### src/design/slave_serial_port_pkg.sv
package slave_serial_port_pkg;
   // register map
   localparam logic [11:0] ADDR_CSR = 12'h000;
   localparam logic [11:0] ADDR_MASK = 12'h004;
   localparam logic [11:0] ADDR_WAKE = 12'h008;
   // control and status field positions
   localparam int BIT_IRQ = 15;
   localparam int BIT_INTERRUPT_GATE_BIT = 14;
   localparam int BIT_SELPOL = 13;
   localparam int BIT_FULL = 12;
   localparam int BIT_OVR = 11;
   localparam int BIT_PHA = 10;
   localparam int BIT_POL = 9;
   localparam int BIT_EN = 8;
   localparam logic [15:0] CSR_RESET = 16'h0000;
   localparam logic [15:0] CSR_WR_MASK = 16'h67ff;
   localparam int BYTE_BITS = 8;
   localparam int WAKE_BIT = 0;
   localparam logic [31:0] APB_ERR_DATA = 32'h0000_0000;
   typedef enum logic [1:0] {
      ST_OFF = 2'b00,
      ST_WAIT = 2'b01,
      ST_SHIFT = 2'b11
   } rx_state_e;
endpackage : slave_serial_port_pkg

### src/design/spi_slave_receiver.sv
//Contract
//- three input wires: shift clock, select, data in; nothing driven back.
//- eighth clock copies shift register to buffer and sets interrupt flag in the same cycle.
//- received byte sits in low eight bits of status register.
//- capture-edge select 0 samples leading edge, 1 trailing edge.
//- idle-level select gives clock idle level; edges relative to it.
//- select-active-level 0 active low, 1 active high; resets to 0.
//- edges are acted on only while select is active.
//- interrupt flag set each byte, cleared by writing one.
//- interrupt gate bit gates request; reset clears it.
//- buffer-full set on each new byte, cleared when data read.
//- new byte onto unread buffer sets overrun and posts interrupt.
//- overrun clears when data read.
//- unread byte is replaced by the next one.
//- receive logic keeps working while system is asleep.
//- in sleep, received byte requests wake if wake source bit set.
//- module enable bit 1 on, 0 off; off by default.
//- reset clears the whole control and status register.
`timescale 1ns/1ps
module spi_slave_receiver
   import slave_serial_port_pkg::*;
(
   input wire logic ref_clk,
   input wire logic sys_rst,
   input wire logic paddr_in_unused_dummy_never,
   input wire logic [11:0] paddr,
   input wire logic psel,
   input wire logic penable,
   input wire logic pwrite,
   input wire logic [31:0] pwdata,
   output logic [31:0] prdata,
   output logic pready,
   output logic pslverr,
   input wire logic external_shift_clock,
   input wire logic slave_select_in,
   input wire logic serial_data_in,
   input wire logic sleep_mode,
   output logic slave_interrupt_request,
   output logic wake_request
);
   import slave_serial_port_pkg::*;

   ////////////////////////////////////////////////////////////////////////////
   // link inputs enter through a two-stage synchroniser
   logic [2:0] link_sync;
   sync2 #(.W(3)) u_sync (
      .ref_clk(ref_clk),
      .sys_rst(sys_rst),
      .async_in({external_shift_clock, slave_select_in, serial_data_in}),
      .sync_out(link_sync)
   );

   typedef struct packed {
      logic [15:0] csr;
      logic wake_en;
      rx_state_e state;
      logic [7:0] shreg;
      logic [3:0] bitcnt;
      logic sclk_d;
      logic [31:0] rdata;
      logic ready;
      logic err;
      logic irq;
      logic wake;
   } state_s;
   state_s st_r, st_nxt;

   logic sclk_s, sel_raw, din_s;
   logic sel_act, rise, fall, lead, trail, cap;
   logic acc, wr, rd, hit_csr, hit_wake, byte_done, data_read;
   logic [7:0] shifted;

   ////////////////////////////////////////////////////////////////////////////
   always_comb begin
      sclk_s = link_sync[2];
      sel_raw = link_sync[1];
      din_s = link_sync[0];
      st_nxt = st_r;
      sel_act = st_r.csr[BIT_SELPOL] ? sel_raw : ~sel_raw;
      rise = sclk_s & ~st_r.sclk_d;
      fall = ~sclk_s & st_r.sclk_d;
      // leading edge leaves the idle level
      lead = st_r.csr[BIT_POL] ? fall : rise;
      trail = st_r.csr[BIT_POL] ? rise : fall;
      cap = st_r.csr[BIT_PHA] ? trail : lead;
      shifted = {st_r.shreg[6:0], din_s}; // msb first
      acc = psel & penable;
      wr = acc & pwrite;
      rd = acc & ~pwrite;
      hit_csr = (paddr == ADDR_CSR);
      hit_wake = (paddr == ADDR_WAKE);
      data_read = rd & hit_csr;
      byte_done = 1'b0;
      st_nxt.sclk_d = sclk_s;
      st_nxt.ready = 1'b0;
      st_nxt.err = 1'b0;

      // read clears the data flags; a byte landing now overrides below
      if (data_read) begin
         st_nxt.csr[BIT_FULL] = 1'b0;
         st_nxt.csr[BIT_OVR] = 1'b0;
      end
      if (wr & hit_csr) begin
         st_nxt.csr = (st_r.csr & ~CSR_WR_MASK) | (pwdata[15:0] & CSR_WR_MASK);
         // write-one-to-clear of the interrupt flag
         if (pwdata[BIT_IRQ]) begin
            st_nxt.csr[BIT_IRQ] = 1'b0;
         end
         st_nxt.csr[BIT_FULL] = st_r.csr[BIT_FULL];
         st_nxt.csr[BIT_OVR] = st_r.csr[BIT_OVR];
         st_nxt.csr[7:0] = st_r.csr[7:0];
      end
      if (wr & hit_wake) begin
         st_nxt.wake_en = pwdata[WAKE_BIT];
      end

      // receive machine; sampling runs off the synchronised link only
      case (st_r.state)
         ST_OFF: begin
            st_nxt.bitcnt = '0;
            if (st_r.csr[BIT_EN]) begin
               st_nxt.state = ST_WAIT;
            end
         end
         ST_WAIT: begin
            st_nxt.bitcnt = '0;
            if (!st_r.csr[BIT_EN]) begin
               st_nxt.state = ST_OFF;
            end else if (sel_act) begin
               st_nxt.state = ST_SHIFT;
            end
         end
         ST_SHIFT: begin
            if (!st_r.csr[BIT_EN]) begin
               st_nxt.state = ST_OFF;
               st_nxt.bitcnt = '0;
            end else if (!sel_act) begin
               st_nxt.state = ST_WAIT;
               st_nxt.bitcnt = '0;
            end else if (cap) begin
               st_nxt.shreg = shifted;
               if (st_r.bitcnt == 4'(BYTE_BITS - 1)) begin
                  st_nxt.bitcnt = '0;
                  byte_done = 1'b1;
               end else begin
                  st_nxt.bitcnt = st_r.bitcnt + 4'h1;
               end
            end
         end
         default: begin
            st_nxt.state = ST_OFF;
         end
      endcase

      // byte landing wins over any clear in the same cycle
      if (byte_done) begin
         st_nxt.csr[7:0] = shifted;
         st_nxt.csr[BIT_FULL] = 1'b1;
         if (st_r.csr[BIT_FULL] & ~data_read) begin
            st_nxt.csr[BIT_OVR] = 1'b1;
         end
         st_nxt.csr[BIT_IRQ] = 1'b1;
      end

      // apb: single wait-free access phase, registered answer
      if (psel & ~penable) begin
         st_nxt.ready = 1'b1;
         st_nxt.err = ~(paddr == ADDR_CSR || paddr == ADDR_MASK || paddr == ADDR_WAKE);
         if (paddr == ADDR_CSR) begin
            st_nxt.rdata = {16'h0000, st_r.csr};
         end else if (paddr == ADDR_MASK) begin
            st_nxt.rdata = {31'h0000_0000, st_r.csr[BIT_INTERRUPT_GATE_BIT]};
         end else if (paddr == ADDR_WAKE) begin
            st_nxt.rdata = {31'h0000_0000, st_r.wake_en};
         end else begin
            st_nxt.rdata = APB_ERR_DATA;
         end
      end
      if (wr & (paddr == ADDR_MASK)) begin
         st_nxt.csr[BIT_INTERRUPT_GATE_BIT] = pwdata[0];
      end

      st_nxt.irq = st_nxt.csr[BIT_IRQ] & st_nxt.csr[BIT_INTERRUPT_GATE_BIT];
      st_nxt.wake = sleep_mode & st_r.wake_en & st_nxt.csr[BIT_IRQ];
   end

   ////////////////////////////////////////////////////////////////////////////
   always_ff @(posedge ref_clk or posedge sys_rst) begin
      if (sys_rst) begin
         st_r <= '0; // csr clears to zero
      end else begin
         st_r <= st_nxt;
      end
   end

   assign prdata = st_r.rdata;
   assign pready = st_r.ready;
   assign pslverr = st_r.err;
   assign slave_interrupt_request = st_r.irq;
   assign wake_request = st_r.wake;
endmodule : spi_slave_receiver

### src/design/sync2.sv
`timescale 1ns/1ps
module sync2 #(
   parameter int W = 3
) (
   input wire logic ref_clk,
   input wire logic sys_rst,
   input wire logic [W-1:0] async_in,
   output logic [W-1:0] sync_out
);
   typedef struct packed {
      logic [W-1:0] s1;
      logic [W-1:0] s2;
   } sync_s;
   sync_s st_r, st_nxt;
   // first stage feeds only the second
   always_comb begin
      st_nxt.s1 = async_in;
      st_nxt.s2 = st_r.s1;
   end
   always_ff @(posedge ref_clk or posedge sys_rst) begin
      if (sys_rst) begin
         st_r <= '0;
      end else begin
         st_r <= st_nxt;
      end
   end
   assign sync_out = st_r.s2;
endmodule : sync2

### config.mk
export PLATFORM = sky130hd
export DESIGN_NAME = spi_slave_receiver
export DESIGN_NICKNAME = d
export VERILOG_FILES = /design/src/design/slave_serial_port_pkg.sv /design/src/design/spi_slave_receiver.sv /design/src/design/sync2.sv
export SDC_FILE = /design/constraint.sdc
export NUM_CORES = 1
export LEC_CHECK = 0
export ABC_AREA = 1
export BUFFER_PORTS_ARGS = -buffer_cell sky130_fd_sc_hd__buf_2
export CAP_MARGIN = 20
export CORE_UTILIZATION = 50
export CTS_CLUSTER_DIAMETER = 40
export DETAILED_ROUTE_END_ITERATION = 6
export PLACE_DENSITY = 0.79
export SLEW_MARGIN = 10
export SYNTH_ARGS = -nofsm -noshare
export SYNTH_HDL_FRONTEND = slang
export SYNTH_SLANG_ARGS = --single-unit
### constraint.sdc
create_clock -name ref_clk -period 2.2 [get_ports ref_clk]
set_input_delay 0.44 -clock ref_clk [delete_from_list [all_inputs] [get_ports ref_clk]]
set_output_delay 0.44 -clock ref_clk [all_outputs]
set_load 0.05 [all_outputs]
==> run summary, run 1 <==
The flow ran to the end, and the final reports show no timing, DRC or antenna violations. 90 I/O pins were placed. The buffer levels on the longest clock path is 2. The critical path ends at slave_interrupt_request. The via count of the first global-routing pass came out at 1784.

The floorplan step set the die height to 75.2 um. The final worst setup slack came out at 0.601 ns. The starting utilization of the core area is 52.2%.

The core area is 5140 um^2. The count of nets left with antenna violations once routing finished came out at 0. Timing would allow up to 0.625 GHz. The clock-pin slew on the worst setup and hold paths is 0.06 ns. STA classifies the critical path endpoint as a flip-flop.

The number of max-capacitance violations reported came out at 0. The longest individual stage delay on the worst path came out at 0.42 ns. The post-placement cell count came out at 399. In this run, synthesis produced a sequential element count of 57. The setup path with the least slack is of type reg -> reg. The die span in x came out at 75.2 um. TritonCTS built the clock tree. The port buffer count came out at 47. The first-pass GRT wire length is 7.53 mm. For this run, the number of Yosys warnings is 0. The area fraction of the dominant cell type after synthesis came out at 53.2%. The time the final worst path needs with I/O delays and setup came out at 1.60 ns. The number of antenna violations at the first check in global routing came to 0. The static power due to leakage came out at 1.61 nW. Entering global routing, the biggest net connects 58 pins. The total count of max-transition violations in the final report came to 0.

The number of distinct library cell variants in the gate-level netlist after synthesis is 29. The peak supply drop is 0.393 mV. Once the clock tree was built, the setup fixing pass inserted 0 buffers. The number of vias per cell came out at 4.59. The total detailed-routing wirelength came out at 4.34 mm. The quantity of gates resized following cts is 0.

The number of antenna repair diodes is 0. sky130_fd_sc_hd__dfrtp_1 takes more of the synthesized area than any other cell. Clock tree synthesis selected as its root buffer the cell sky130_fd_sc_hd__clkbuf_8.

The first-pass iteration count of the detailed router is 4. The total placed instance area came out at 2830 um^2. In the final layout, the share of cells above drive strength 1 is 26.4%. The final routed DRC violation total came out at 0. The die area is 5660 um^2. Averaged over all synthesized cells, the footprint is 8.91 um^2. The fill cell instance count of the final layout is 456.

The design area came out at 3040 um^2. The final net count came out at 395. In this run the worst setup path begins at st_r[65]. CTS saw 57 sinks. The startpoint identified for the worst register-to-register timing path is st_r[65]. The signal on the critical path passes through nand2_1, nand2_1, nor2_4, nand2_4, nor2_8, nand2_4, nand2_1, nand2_1, inv_1. The setup slack of the worst register-to-register path came out at 0.60 ns. The post-placement setup slack came out at 0.474 ns. Setup violations remaining at the end of the flow were counted as 0.

The relative area change from synthesis to final layout is 13.3%. CTS built an H-tree with a depth of 3. For this design the ratio of total power to cell area is 750 nW/um^2. The count of final hold-check violations is 0. The detailed-route via count came out at 1906.

The standard cell with the maximum stage delay on the critical path is sky130_fd_sc_hd__dfrtp_1. Setup repair after global routing left no endpoint under its margin. The area of the mapped netlist is 2680 um^2. The critical path arrival is 1.87 ns. The worst setup path is launched from a flip-flop. For the worst flop-to-flop path, the logic depth is 9. By area the synthesized netlist is led by sky130_fd_sc_hd__dfrtp_1, sky130_fd_sc_hd__nand2_1, sky130_fd_sc_hd__buf_4.

The total global routing track utilization came out at 18.6%. Global routing finished with a remaining overflow of 0. The endpoint identified for the worst register-to-register timing path is slave_interrupt_request. The count of mapped cells out of synthesis is 301. The post-synthesis sequential area ratio came out at 53.2%. The average wire per cell in the routed design came out at 10.5 um. The global placement routability congestion came out at 0.793. For the worst setup path, the data required time is 2.47 ns.

The number of buffers created by CTS is 9. The half-perimeter wire length of the detailed placement result came out at 3.11 mm. The cts-stage hold buffer count came out at 0. The worst clock skew is 0.00548 ns. The number of non-filler instances in the completed layout is 415.

Of all nets on the critical path, the largest fanout is 18. In this design, the critical path's most frequently occurring cell is sky130_fd_sc_hd__nand2_1. The setup TNS came out at 0 ns. The floorplan row count came out at 26. The DRC violation total after the first TritonRoute iteration came out at 95. The clock insertion delay at the later pin of the skew report came out at 0.33 ns.

The final critical-path share of the clock period came out at 72.7%. The min-delay analysis places its worst path in the category in -> async.
## cells in the final DEF (no fill, tap or decap)
cell                       synthesis  routed
sky130_fd_sc_hd__nor3_1            6       6
sky130_fd_sc_hd__a21oi_1           3       3
sky130_fd_sc_hd__o21ai_2           8       8
sky130_fd_sc_hd__dfrtp_1          57      57
sky130_fd_sc_hd__o21ai_0          21      21
sky130_fd_sc_hd__nor2_1           13      13
sky130_fd_sc_hd__inv_1            34      33
sky130_fd_sc_hd__xor2_1            1       1
sky130_fd_sc_hd__buf_4            32       2
sky130_fd_sc_hd__nor2_2            1       1
sky130_fd_sc_hd__o21ai_4           1       1
sky130_fd_sc_hd__a21boi_2          1       1
sky130_fd_sc_hd__clkbuf_8          0      15
sky130_fd_sc_hd__conb_1            1      16
sky130_fd_sc_hd__or2_2             2       2
sky130_fd_sc_hd__nand2_2           2       2
sky130_fd_sc_hd__clkinv_2          0       1
sky130_fd_sc_hd__a21oi_2           1       1
sky130_fd_sc_hd__nand3_1           7       7
sky130_fd_sc_hd__inv_2             3       4
sky130_fd_sc_hd__o31ai_1           1       1
sky130_fd_sc_hd__nor2_8            1       1
sky130_fd_sc_hd__o21ai_1          12      12
sky130_fd_sc_hd__nand2_4           2       2
sky130_fd_sc_hd__ha_1              1       1
sky130_fd_sc_hd__buf_12            0       1
sky130_fd_sc_hd__nand4_1           3       3
sky130_fd_sc_hd__nand2_1          80      80
sky130_fd_sc_hd__buf_2             1      47
sky130_fd_sc_hd__nor2_4            2       2
## routing by layer
| metal | wire [um] | track usage, % | vias up |
|---|---|---|---|
| li1 | - | - | 977 |
| met1 | 1900 | 21.8 | 876 |
| met2 | 2130 | 30.3 | 46 |
| met3 | 258 | 6.69 | 7 |
| met4 | 55 | 9.26 | 0 |
| met5 | 0 | 0 | - |
## worst max-delay path: cells and delay by family, from the launching register on
family,cells,cell delay [ns]
buffers and inverters,1,0.05
and+or+nand+nor,8,1.05
DFF,1,0.42
## worst min path at each step
stage / end / slack, ns / cells past startpoint
final: prdata[2] / 0.15 / 3
after floorplan: u_sync.sync_out[0] / 0.33 / 0
after global routing: u_sync.st_nxt[1] / 0.16 / 3
after detailed placement: u_sync.sync_out[0] / 0.34 / 0
after global placement: u_sync.sync_out[0] / 0.33 / 0
after CTS: u_sync.st_nxt[0] / 0.15 / 3
## flip-flops by register name (all words and copies together) (netlist names)
register	flops
u_sync.sync_out	3
shifted	7
pready	1
u_sync.st_nxt	3
st_r	24
prdata	16
slave_interrupt_request	1
pslverr	1
wake_request	1
## cells by family (layout without fill, tap and decap cells)
| family | after synthesis | in the layout | share of synthesized area (%) |
|---|---|---|---|
| DFF | 57 | 57 | 53.2 |
| adders and majority gates | 1 | 1 | 0.467 |
| and+or+nand+nor | 119 | 119 | 19.7 |
| other | 1 | 16 | 0.140 |
| buffers and inverters | 74 | 103 | 15.2 |
| AOI/OAI and AO/OA | 48 | 48 | 11.0 |
| xor gates and xnor gates | 1 | 1 | 0.327 |
## report_power, final
part	leakage, nW	switching (mW)	internal [mW]
registers	0.717	0.0156	1.08
clock network	0.112	0.385	0.592
logic	0.782	0.156	0.0479
## layout make-up
| class | instances | area, um^2 | area share (%) |
|---|---|---|---|
| inverters | 37 | 139 | 4.57 |
| repair buffers | 50 | 270 | 8.89 |
| clock inverters | 1 | 5.00 | 0.165 |
| well taps | 70 | 87.6 | 2.88 |
| flip-flops and latches | 57 | 1430 | 46.9 |
| multi-input cells | 185 | 905 | 29.8 |
| clock buffers | 15 | 206 | 6.79 |
## cells in the mapped netlist, drive strengths merged
cell / n
a21boi: 1
a21oi: 4
buf: 34
clkbuf: 3
conb: 1
dfrtp: 57
ha: 1
inv: 37
nand2: 84
nand3: 7
nand4: 3
nor2: 17
nor3: 6
o21ai: 42
o31ai: 1
or2: 2
xor2: 1
## per-stage QoR
step | hold WS (ns) | utilization (%) | power (mW)
after floorplan | 0.331 | - | 1.29
after CTS | 0.147 | 59.1 | 2.31
after global routing | 0.161 | 59.1 | 2.38
after detailed placement | 0.336 | 55.0 | 1.32
final | 0.149 | 59.1 | 2.28
after global placement | 0.332 | 55.0 | 1.32
Note: power is estimated with default switching activity, not from simulation.
==> run 2: changes to the inputs <==
==> constraint.sdc (replaced) <==
create_clock -name ref_clk -period 1.53 [get_ports ref_clk]
set_input_delay 0.306 -clock ref_clk [delete_from_list [all_inputs] [get_ports ref_clk]]
set_output_delay 0.306 -clock ref_clk [all_outputs]
set_load 0.05 [all_outputs]
==> run 2 against run 1 <==
Compared with the run above: via count increased by 1.4%; clock power increased by 40%; die area stayed put; hold slack got worse by 0.12 ns; wire length rose by 2.4%; critical path type unchanged; largest power group unchanged; highest routed layer unchanged.
==> run summary, run 2 (synthesis gave the netlist of run 1 again) <==
The average wire per cell in the routed design is 10.5 um. The area growth from synthesis to layout is 14.9%. The clock-pin slew on the worst setup and hold paths is 0.07 ns. In the layout the commonest cells are sky130_fd_sc_hd__nand2_1, sky130_fd_sc_hd__dfrtp_1, sky130_fd_sc_hd__buf_2, sky130_fd_sc_hd__inv_1, sky130_fd_sc_hd__o21ai_0.

Counting every sink on the clock net gives 57. The longest individual stage delay on the worst path is 0.42 ns. The global placement routability congestion is 0.796.

The number of flip-flops under the largest register name came out at 24. The residual antenna-violating net count after detailed routing is 0. The final routed DRC violation total is 0. Walking the worst path, the cells encountered are nand2_1, nand2_1, nor2_4, nand2_4, nor2_8, nand2_4, nand2_1, nand2_1, inv_1. The via count of the first global-routing pass came to 1705.

The clock insertion delay at the later pin of the skew report came out at 0.33 ns. The DRC violation total after the first TritonRoute iteration came out at 106. Max-cap violations in this run came to 0.

The maximum level of the CTS H-tree came out at 3. The first-pass iteration count of the detailed router is 4. TritonCTS built the clock tree. The die area came out at 5660 um^2. The floorplan row count is 26.

The worst setup path is captured at a flip-flop. The worst-case IR drop observed on VDD is 0.636 mV. The static power due to leakage is 1.63 nW.

The total count of max-transition violations in the final report is 0. The worst path needs 1.44 ns of the cycle, external delays included. The die span in x is 75.2 um. The worst reg-to-reg path cell count came out at 9. The data required time at the worst endpoint came out at 1.80 ns. Setup repair after global routing could not meet its margin everywhere. The first-pass GRT wire length is 7.39 mm. The maximum number of pins on one net before global-route repair came out at 58. At the end of the flow, the number of nets in the layout was 402. Among the stages of the critical path, the cell type that occurs most often is sky130_fd_sc_hd__nand2_1.

The worst clock skew came out at 0.00786 ns. The proportion of layout cells with a drive suffix above 1 is 27.6%. The critical path in this run is classified as reg -> reg. The final worst setup slack is 0.0860 ns. The clock passes through at most 2 buffers. The core area came out at 5140 um^2. The starting utilization of the core area came out at 52.2%. The count of final hold-check violations is 0.

The number of top-level design ports is 90. The post-placement setup slack came out at 0.0834 ns. The flow ran to the end, and the final reports show no timing, DRC or antenna violations. The most frequent standard cell in the layout excluding fill and tap cells is sky130_fd_sc_hd__nand2_1. Global routing finished with a remaining overflow of 0. The worst path uses 94.4% of the clock period. In this run the vertical extent of the chip is 75.2 um. The library cell used as clock root buffer is sky130_fd_sc_hd__clkbuf_8. The detailed-route via count is 1932. The class of the most critical hold timing path is in -> async. The total power divided by cell area is 1060 nW/um^2.

The number of vias per cell came out at 4.58. Data on the critical path arrives at its endpoint at 1.72 ns. The total detailed-routing wirelength came out at 4.45 mm. Derived from the worst setup path, the maximum achievable clock frequency is 0.693 GHz. The half-perimeter wire length of the detailed placement result came out at 3.20 mm. The total global routing track utilization came out at 18.2%. For this design, the CTS-stage hold fixing added 0 buffers.

Setup violations remaining at the end of the flow were counted as 0. The number of antenna violations at the first check in global routing is 0. After routing, the total negative slack on setup checks comes to 0 ns. Among all stages on the critical path, the largest delay is contributed by sky130_fd_sc_hd__dfrtp_1. Total power for the finished layout comes to 3.25 mW. The category of the worst setup path launch point is a flip-flop. Clock tree synthesis inserted a total of 9 buffers. 0 antenna diodes ended up in the layout. More flip-flops sit in one register than any other, and that register is st_r.

During placement, the flow inserted port buffers numbering 47. Buffers added to address setup during post-CTS repair amount to 0. The number of gates resized after CTS was 0. The largest driver fanout on the critical path is 18. The final-layout worst hold slack is 0.0291 ns. The filler cells instantiated in the layout total 480.
[run 2: changes by cell type in the layout (fill, tap and decap cells not counted)]
cell                         previous run  this run
sky130_fd_sc_hd__buf_4                  2         9
sky130_fd_sc_hd__clkbuf_8              15        10
sky130_fd_sc_hd__clkinvlp_4             0         3
sky130_fd_sc_hd__bufinv_16              0         1
sky130_fd_sc_hd__clkbuf_1               0         1
sky130_fd_sc_hd__clkinv_2               1         2
sky130_fd_sc_hd__inv_2                  4         3
[run 2: where the power goes]
part | internal, mW | switching [mW]
combinational | 0.0730 | 0.228
sequential | 1.55 | 0.0239
clock | 0.790 | 0.582
total | 2.42 | 0.834
[run 2: critical path: cells and delay by family (launching register included)]
family | cells | cell delay (ns)
buffers and inverters | 1 | 0.05
and+or+nand+nor | 8 | 0.92
DFF | 1 | 0.42
[run 2: worst paths after layout]
| path | startpoint | end | slack, ns |
|---|---|---|---|
| hold / removal | sys_rst | st_r[56] | 0.03 |
| setup / recovery | st_r[65] | slave_interrupt_request | 0.09 |
| hold reg to reg | u_sync.st_nxt[0] | u_sync.sync_out[0] | 0.35 |
| min in group ref_clk | external_shift_clock | u_sync.st_nxt[2] | 0.08 |
| setup reg to reg | st_r[65] | slave_interrupt_request | 0.09 |
| max in group asynchronous | sys_rst | prdata[9] | 1.24 |
[run 2: metrics by stage]
| step | instances | cell area [um^2] | utilization [%] |
|---|---|---|---|
| final | 422 | 3080 | 59.9 |
| after global routing | 422 | 3080 | 59.9 |
| after CTS | 422 | 3080 | 59.9 |
| after detailed placement | 406 | 2880 | 56.1 |
| after global placement | 406 | 2880 | 56.1 |
| after floorplan | 316 | 2740 | - |
[run 2: layout make-up]
type / count / area (um^2) / area share, %
clock buffer: 11 / 141 / 4.59
tap: 70 / 87.6 / 2.84
clock inverter: 5 / 55.1 / 1.79
multi-input combinational: 185 / 905 / 29.4
timing repair buffer: 57 / 323 / 10.5
inverter: 37 / 143 / 4.63
sequential: 57 / 1430 / 46.3
[run 2: routing by layer]
metal | up-vias | GRT usage (%) | wire length (um)
met5 | - | 0 | 0
met4 | 0 | 11.9 | 90
met3 | 8 | 4.42 | 148
met2 | 33 | 29.6 | 2160
met1 | 899 | 21.7 | 2050
li1 | 992 | - | -
